### config.mk
export PLATFORM = sky130hd
export DESIGN_NAME = tab_top
export DESIGN_NICKNAME = d
export VERILOG_FILES = /design/src/pkg/tab_pkg.sv /design/src/logic/tab_top.sv
export VERILOG_INCLUDE_DIRS = /design/src /design/src/pkg
export SDC_FILE = /design/constraint.sdc
export NUM_CORES = 1
export LEC_CHECK = 0
export BUFFER_PORTS_ARGS = -buffer_cell sky130_fd_sc_hd__buf_2
export CAP_MARGIN = 25
export CORE_MARGIN = 2
export CORE_UTILIZATION = 30
export CTS_CLUSTER_SIZE = 10
export DETAILED_ROUTE_END_ITERATION = 10
export PLACE_DENSITY = 0.56
export SYNTH_ARGS = -nofsm -noshare
export SYNTH_HDL_FRONTEND = slang
export SYNTH_SLANG_ARGS = --single-unit
### constraint.sdc
create_clock -name clk -period 10.1 [get_ports clk]
set_clock_uncertainty 0.2 [all_clocks]
set_input_delay 1.515 -clock clk [delete_from_list [all_inputs] [get_ports clk]]
set_output_delay 1.515 -clock clk [all_outputs]
set_load 0.02 [all_outputs]
### src/pkg/tab_cfg.svh
// Register map, field positions, reset values and timing constants
`ifndef TAB_CFG_SVH
`define TAB_CFG_SVH

// ************************************************************
// Register offsets
// ************************************************************
`define TAB_OFF_STATUS      6'h01
`define TAB_OFF_BUFCTL      6'h02
`define TAB_OFF_REFCTL      6'h03

// ************************************************************
// Status register field positions
// ************************************************************
`define TAB_ST_COMPLETE     11
`define TAB_CHANNELS        9

// ************************************************************
// Buffer control field positions, buffer depth and trigger level step
// ************************************************************
`define TAB_BC_ENABLE       15
`define TAB_BC_ONESHOT      14
`define TAB_BC_LEVEL_HI     13
`define TAB_BC_LEVEL_LO     11
`define TAB_BC_FULL         10
`define TAB_BC_EMPTY        9
`define TAB_BUF_DEPTH       7'h40
`define TAB_LEVEL_STEP      7'h08

// ************************************************************
// Reference control field positions and reset values
// ************************************************************
`define TAB_RC_SPARE        5
`define TAB_RC_SOURCE       4
`define TAB_RC_DELAY_HI     3
`define TAB_RC_DELAY_LO     2
`define TAB_RC_SLEEP        1
`define TAB_RC_LEVEL        0
`define TAB_RC_SLEEP_RST    1'h1

// ************************************************************
// Timing
// ************************************************************
`define TAB_CLK_MHZ         50
`define TAB_WAKE1_US        100
`define TAB_WAKE2_US        500
`define TAB_WAKE3_US        1000
`define TAB_WAKE1_CYC       (`TAB_WAKE1_US * `TAB_CLK_MHZ)
`define TAB_WAKE2_CYC       (`TAB_WAKE2_US * `TAB_CLK_MHZ)
`define TAB_WAKE3_CYC       (`TAB_WAKE3_US * `TAB_CLK_MHZ)

`endif

### src/pkg/tab_pkg.sv
// Types shared by the touch converter status and reference block
package tab_pkg;

  // ************************************************************
  // Register fields
  // ************************************************************
  typedef struct packed {
    logic       spare;
    logic       source;
    logic [1:0] delay;
    logic       sleep;
    logic       level;
  } tab_ref_type;

  typedef struct packed {
    logic       enable;
    logic       oneshot;
    logic [2:0] level;
  } tab_buf_type;

  // ************************************************************
  // Reference sequencer states
  // ************************************************************
  typedef enum logic [1:0] {
    TAB_REF_IDLE,
    TAB_REF_WAKE,
    TAB_REF_READY
  } tab_ref_state_type;

endpackage

### src/logic/tab_top.sv
// Status flags, result buffer control and reference sequencing
// What this block does
// - X flag D10 set on result, cleared after read
// - Y flag D9 set on result, cleared after read
// - Pressure flags D8, D7 set, cleared after read
// - Battery flag D6 set, cleared after read
// - Spare input flags D4, D3 likewise
// - Temperature flags D2, D1 likewise
// - Channel flags meaningless while buffer mode active
// - D15 low disables buffer, resets all pointers
// - D14 selects continuous or single shot mode
// - Trigger level is eight times code plus one
// - Full flag D10 set at 64 unread
// - Empty flag D9 set when none unread
// - D4 selects external or internal reference
// - D3-D2 wakeup wait none, 100, 500, 1000 us
// - Wait only for internal, sleeping reference
// - D1 sleeps reference between conversions, resets 1
// - External mode keeps internal reference powered down
// - D0 selects 1.25 V or 2.50 V
// - Set complete flag clears after all read
`include "tab_cfg.svh"

module tab_top #(
  parameter int P_WAKE1_CYC = `TAB_WAKE1_CYC,
  parameter int P_WAKE2_CYC = `TAB_WAKE2_CYC,
  parameter int P_WAKE3_CYC = `TAB_WAKE3_CYC
) (
  input  wire logic        clk,
  input  wire logic        rst,
  input  wire logic [5:0]  reg_addr,
  input  wire logic        reg_wr,
  input  wire logic        reg_rd,
  input  wire logic [15:0] reg_wdata,
  output logic      [15:0] reg_rdata_r,
  output logic             reg_rvalid_r,
  input  wire logic [8:0]  result_stored,
  input  wire logic [8:0]  result_read_done,
  input  wire logic        set_done,
  input  wire logic        buf_push,
  input  wire logic        buf_pop,
  input  wire logic        conv_request,
  output logic             set_complete_flag_r,
  output logic             buffer_full_flag_r,
  output logic             buffer_empty_flag_r,
  output logic             buffer_trigger_r,
  output logic             conv_hold_r,
  output logic             ref_power_on_r,
  output logic             meas_ready_r,
  output logic             reference_source_select_r,
  output logic             internal_level_select_r,
  output logic      [5:0]  buffer_read_pointer_r,
  output logic      [5:0]  buffer_write_pointer_r,
  output logic      [5:0]  buffer_trigger_pointer_r
);

  // ************************************************************
  // Register decode
  // ************************************************************
  tab_pkg::tab_ref_type ref_r;
  tab_pkg::tab_buf_type buf_r;
  wire logic hit_status = (reg_addr == `TAB_OFF_STATUS);
  wire logic hit_bufctl = (reg_addr == `TAB_OFF_BUFCTL);
  wire logic hit_refctl = (reg_addr == `TAB_OFF_REFCTL);
  wire logic wr_bufctl  = reg_wr & hit_bufctl;
  wire logic wr_refctl  = reg_wr & hit_refctl;

  // Only documented fields are captured, the rest are dropped
  wire tab_pkg::tab_buf_type buf_nxt = wr_bufctl ? tab_pkg::tab_buf_type'{
    enable:  reg_wdata[`TAB_BC_ENABLE],
    oneshot: reg_wdata[`TAB_BC_ONESHOT],
    level:   reg_wdata[`TAB_BC_LEVEL_HI:`TAB_BC_LEVEL_LO]
  } : buf_r;
  // Spare bit kept as stored; host is expected to write zero
  wire tab_pkg::tab_ref_type ref_nxt = wr_refctl ? tab_pkg::tab_ref_type'{
    spare:  reg_wdata[`TAB_RC_SPARE],
    source: reg_wdata[`TAB_RC_SOURCE],
    delay:  reg_wdata[`TAB_RC_DELAY_HI:`TAB_RC_DELAY_LO],
    sleep:  reg_wdata[`TAB_RC_SLEEP],
    level:  reg_wdata[`TAB_RC_LEVEL]
  } : ref_r;

  always_ff @(posedge clk or posedge rst) begin
    if (rst) begin
      buf_r <= '0;
      ref_r <= '{spare: 1'b0, source: 1'b0, delay: 2'h0,
                 sleep: `TAB_RC_SLEEP_RST, level: 1'b0};
    end else begin
      buf_r <= buf_nxt;
      ref_r <= ref_nxt;
    end
  end

  // ************************************************************
  // Channel new data flags
  // ************************************************************
  logic [8:0] flag_r;
  wire logic [8:0] flag_nxt;
  // Results go to the buffer in buffer mode, flags stay idle
  wire logic [8:0] flag_set = result_stored & {9{~buf_r.enable}};

  genvar gi;
  generate
    for (gi = 0; gi < `TAB_CHANNELS; gi = gi + 1) begin : g_flag
      // Set wins so a result landing during readout is kept
      assign flag_nxt[gi] = flag_set[gi] |
        (flag_r[gi] & ~result_read_done[gi]);
    end
  endgenerate

  wire logic any_read   = |result_read_done;
  wire logic complete_nxt = set_done |
    (set_complete_flag_r & ~(any_read & ~(|flag_nxt)));

  always_ff @(posedge clk or posedge rst) begin
    if (rst) begin
      flag_r              <= '0;
      set_complete_flag_r <= 1'b0;
    end else begin
      flag_r              <= flag_nxt;
      set_complete_flag_r <= complete_nxt;
    end
  end

  wire logic [15:0] status_word = {4'h0, set_complete_flag_r,
    flag_r[0], flag_r[1], flag_r[2], flag_r[3], flag_r[4], 1'b0,
    flag_r[5], flag_r[6], flag_r[7], flag_r[8], 1'b0};

  // ************************************************************
  // Result buffer pointers
  // ************************************************************
  logic [6:0] count_r;
  wire logic [6:0] trig_level = {1'b0, buf_r.level, 3'h0} +
    `TAB_LEVEL_STEP;
  wire logic push_ok = buf_r.enable & buf_push & ~buffer_full_flag_r;
  wire logic pop_ok  = buf_r.enable & buf_pop & ~buffer_empty_flag_r;
  wire logic [6:0] count_step = count_r + 7'h01;
  wire logic [6:0] count_back = count_r - 7'h01;
  wire logic [6:0] count_nxt = ~buf_r.enable ? 7'h00 :
    (push_ok & ~pop_ok) ? count_step :
    (pop_ok & ~push_ok) ? count_back : count_r;
  wire logic trig_hit = push_ok & ~pop_ok &
    (count_nxt == trig_level);
  wire logic [5:0] wr_ptr_inc = buffer_write_pointer_r + 6'h01;
  wire logic [5:0] rd_ptr_inc = buffer_read_pointer_r + 6'h01;
  // Single shot stops conversions once the trigger level is held
  wire logic hold_nxt = buf_r.enable & buf_r.oneshot &
    (count_nxt >= trig_level);

  always_ff @(posedge clk or posedge rst) begin
    if (rst) begin
      count_r                  <= 7'h00;
      buffer_write_pointer_r   <= 6'h00;
      buffer_read_pointer_r    <= 6'h00;
      buffer_trigger_pointer_r <= 6'h00;
      buffer_full_flag_r       <= 1'b0;
      buffer_empty_flag_r      <= 1'b1;
      buffer_trigger_r         <= 1'b0;
      conv_hold_r              <= 1'b0;
    end else begin
      count_r             <= count_nxt;
      buffer_full_flag_r  <= (count_nxt == `TAB_BUF_DEPTH);
      buffer_empty_flag_r <= (count_nxt == 7'h00);
      buffer_trigger_r    <= trig_hit;
      conv_hold_r         <= hold_nxt;
      if (!buf_r.enable) begin
        buffer_write_pointer_r   <= 6'h00;
        buffer_read_pointer_r    <= 6'h00;
        buffer_trigger_pointer_r <= 6'h00;
      end else begin
        if (push_ok) begin
          buffer_write_pointer_r <= wr_ptr_inc;
        end
        if (pop_ok) begin
          buffer_read_pointer_r <= rd_ptr_inc;
        end
        if (trig_hit) begin
          buffer_trigger_pointer_r <= wr_ptr_inc;
        end
      end
    end
  end

  wire logic [15:0] bufctl_word = {buf_r.enable, buf_r.oneshot,
    buf_r.level, buffer_full_flag_r, buffer_empty_flag_r,
    9'h000};

  // ************************************************************
  // Reference sequencer
  // ************************************************************
  tab_pkg::tab_ref_state_type ref_state_r;
  tab_pkg::tab_ref_state_type ref_state_nxt;
  logic [15:0] wake_cnt_r;
  logic [15:0] wake_cnt_nxt;

  wire logic internal_ref = ref_r.source;
  // Wait applies only when the reference was actually off
  wire logic need_wait = internal_ref & ref_r.sleep &
    (ref_r.delay != 2'h0);
  wire logic [15:0] wake_load =
    (ref_r.delay == 2'h1) ? 16'(P_WAKE1_CYC) :
    (ref_r.delay == 2'h2) ? 16'(P_WAKE2_CYC) :
    16'(P_WAKE3_CYC);

  always_comb begin
    ref_state_nxt = ref_state_r;
    wake_cnt_nxt  = wake_cnt_r;
    case (ref_state_r)
      tab_pkg::TAB_REF_IDLE: begin
        if (conv_request) begin
          if (need_wait) begin
            wake_cnt_nxt  = wake_load;
            ref_state_nxt = tab_pkg::TAB_REF_WAKE;
          end else begin
            ref_state_nxt = tab_pkg::TAB_REF_READY;
          end
        end
      end
      tab_pkg::TAB_REF_WAKE: begin
        if (!conv_request) begin
          ref_state_nxt = tab_pkg::TAB_REF_IDLE;
        end else if (wake_cnt_r <= 16'h0001) begin
          ref_state_nxt = tab_pkg::TAB_REF_READY;
        end else begin
          wake_cnt_nxt = wake_cnt_r - 16'h0001;
        end
      end
      tab_pkg::TAB_REF_READY: begin
        if (!conv_request) begin
          ref_state_nxt = tab_pkg::TAB_REF_IDLE;
        end
      end
      default: begin
        ref_state_nxt = tab_pkg::TAB_REF_IDLE;
      end
    endcase
  end

  // External mode never powers the internal reference
  wire logic power_nxt = internal_ref & (~ref_r.sleep |
    (ref_state_nxt != tab_pkg::TAB_REF_IDLE));
  wire logic ready_nxt = (ref_state_nxt == tab_pkg::TAB_REF_READY);

  always_ff @(posedge clk or posedge rst) begin
    if (rst) begin
      ref_state_r               <= tab_pkg::TAB_REF_IDLE;
      wake_cnt_r                <= 16'h0000;
      ref_power_on_r            <= 1'b0;
      meas_ready_r              <= 1'b0;
      reference_source_select_r <= 1'b0;
      internal_level_select_r   <= 1'b0;
    end else begin
      ref_state_r               <= ref_state_nxt;
      wake_cnt_r                <= wake_cnt_nxt;
      ref_power_on_r            <= power_nxt;
      meas_ready_r              <= ready_nxt;
      reference_source_select_r <= ref_nxt.source;
      internal_level_select_r   <= ref_nxt.level;
    end
  end

  wire logic [15:0] refctl_word = {10'h000, ref_r.spare, ref_r.source,
    ref_r.delay, ref_r.sleep, ref_r.level};

  // ************************************************************
  // Read data
  // ************************************************************
  // Unmapped addresses answer zero rather than stale data
  wire logic [15:0] rd_sel = hit_status ? status_word :
    hit_bufctl ? bufctl_word :
    hit_refctl ? refctl_word : 16'h0000;

  always_ff @(posedge clk or posedge rst) begin
    if (rst) begin
      reg_rdata_r  <= 16'h0000;
      reg_rvalid_r <= 1'b0;
    end else begin
      reg_rvalid_r <= reg_rd;
      if (reg_rd) begin
        reg_rdata_r <= rd_sel;
      end
    end
  end

endmodule

==> out/summary.txt <==
setup TNS = 0 ns
Worst R2R End = buffer_trigger_pointer_r[2]
power density cells = 156 mW/mm^2
R2R setup slack = 5.84 ns
Total Routing Usage GR = 13.5%
Mapped Cells = 437
Multi-input gate area = 0.00195 mm^2
Clock Sinks = 87
Max rail drop VDD = 0.0615 mV
post-DR vias/cell = 5.00
Syn. warnings = 0
largest net degree at the start of global routing = 72
Initial Util = 30.4%
Core Area = 0.0144 mm^2
vias in the first global route = 3404
top cells by count, synth = 85 x dfrtp_1, 35 x inv_1, 35 x nor2_1, 32 x nand2_1, 27 x o21ai_0
Max FO, Critical Path = 13
DR WL/cell = 14.7 um
H-tree depth = 3
Synth Cell Area = 0.00437 mm^2
Final period util = 50.0%
worst-skew pair later-pin latency = 0.34 ns
num ports = 92
Critical Path RT = 10.15 ns
register area = 0.00218 mm^2
Syn-to-layout area delta = 20.1%
Synth area leader = dfrtp_1
count of pins over their slew limit = 0
FP Rows = 44
Hold Slack = 0.312 ns
f_max = 198 MHz
Syn Area/Cell = 10.0 um^2
share of post-route cells with drive strength above 1 = 24.9%
post-synth top area share = 48.6%
CP endpoint kind = register
HP Start = set_complete_flag_r
Buffers on Ports = 86
Die X = 125 um
syn nets = 500
ys async rst share = 100%
RePlAce Congestion = 0.829
CTS tree = yes
most common cell in the netlist = dfrtp_1
hold-critical path depth = 1
Critical Path Start Type = input port
CTS Hold Bufs = 0
FF-to-FF path depth = 11
Cells after DPL = 689
number of antenna diodes = 0
max cap viols = 0
final hold violation count = 0
PostCTS Resize Cnt = 0
Rel. slew slack = 37.5%
Iter 0 DRT Violations = 181
gr ovfl total = 0
Yosys reg bits = 87
Die Span Y = 125 um
endpoints failing setup = 0
register area share after synthesis = 49.8%
end point of the worst hold path = set_complete_flag_r
initial antenna violation count = 0
post-DP HPWL = 7460 um
number of enable flip-flop cells after synthesis = 0
Hold WC Path Type = reg2reg
Area contributors post-synth = dfrtp_1 49%, ha_1 4.3%, mux2_2 3.9%, o21ai_0 3.1%, inv_1 3.0%
RR Startpoint = buf_r[4]
first drt pass iteration count = 4
Die ar. = 0.0156 mm^2
setup bufs post-CTS = 0
CTS buffer count = 9
Final ANT Viol Nets = 0
Critical Path AT = 5.11 ns
Layout fillers = 1442
CP Class = in2reg
clk buf depth = 2
final core utilization = 36.6%
Leak = 2.45 nW
ys flop type = dfrtp_1
RSZ-0062 raised after global routing = false
fin cells = 706
worst slew pin tran = 0.935 ns
Nets = 580
status = complete, no violations
Routed WL = 10400 um
total power = 0.000822 W
DRC Markers = 0
root buffer cell = clkbuf_16
count of cell types in the netlist = 54
final critical-path required period = 5.05 ns
via count = 3527
first-pass GRT wire length = 17400 um
clk slew on worst S/H paths = 0.07 ns
[sequential cells by signal (all words and copies together) (netlist names), 2 cells and up]
register and cells:
reg_rdata_r 16, wake_cnt_r 16, flag_r 9, count_r 7
buffer_read_pointer_r 6, buffer_trigger_pointer_r 6, buffer_write_pointer_r 6, buf_r 5
ref_r 4, ref_state_r 2
[layer usage]
layer | track usage (%) | wire (um) | vias to the layer above
met5 | 0 | 0 | -
met4 | 4.10 | 126 | 0
met3 | 3.26 | 415 | 9
met2 | 21.0 | 4710 | 76
met1 | 18.8 | 5110 | 1732
li1 | - | - | 1710
[cell type report]
cell class,count,share of cell area (%)
clock buffer,11,4.81
clock inverter,5,0.881
inverter,36,2.69
multi-input combinational,295,37.1
sequential,87,41.5
tap,184,4.38
timing repair buffer,88,8.62
[metrics by stage]
| step | setup WS [ns] | instance area [um^2] |
|---|---|---|
| after global routing | 4.73 | 5250 |
| after floorplan | 5.72 | 4370 |
| after detailed placement | 4.72 | 4940 |
| after CTS | 5.05 | 5240 |
| final | 5.05 | 5250 |
| after global placement | 4.88 | 4940 |
[worst max path at each step]
stage,cells past startpoint,startpoint,endpoint,slack (ns)
after floorplan,13,buf_pop,buffer_trigger_pointer_r[2],5.72
after global placement,12,buf_pop,buffer_trigger_pointer_r[2],4.88
after detailed placement,12,buf_pop,buffer_trigger_pointer_r[2],4.72
after CTS,12,buf_pop,buffer_trigger_pointer_r[2],5.05
after global routing,12,buf_pop,buffer_trigger_pointer_r[4],4.73
final,12,buf_pop,buffer_trigger_pointer_r[2],5.05
[worst max-delay path, cell delays in order]
cell	delay [ns]
buf_2	0.08
nor2b_1	0.73
and3_4	0.36
a32oi_1	0.14
xnor2_1	0.19
and2_1	0.20
ha_1	0.30
nand4_1	0.13
or4_1	0.44
a211oi_2	0.67
nor2_1	0.13
a211oi_2	0.22
[cell usage in the layout, fill, tap and decap left out, drive strengths merged, types with 11 or more instances in the layout]
cell,count
nand2,32
dfrtp,85
o21ai,27
inv,38
nor3,12
mux2,15
buf,88
clkbuf,11
a22o,11
nand3,16
a21oi,13
ha,15
xnor2,12
nor2,35
[power breakdown]
group | internal, W | switching, W | total [W]
clock network | 0.000185 | 0.000145 | 0.000329
logic | 0.0000446 | 0.0000645 | 0.000109
registers | 0.000366 | 0.0000173 | 0.000384
total | 0.000595 | 0.000226 | 0.000822
[cell families after synthesis]
family | Yosys count | synth area share [%]
xor gates and xnor gates | 21 | 4.20
muxes | 15 | 3.86
buffers and inverters | 55 | 5.58
DFF | 87 | 49.8
and+or+nand+nor | 148 | 17.5
AOI/OAI and AO/OA | 96 | 14.7
adders and majority gates | 15 | 4.29
Note: power is estimated with default switching activity, not from simulation.
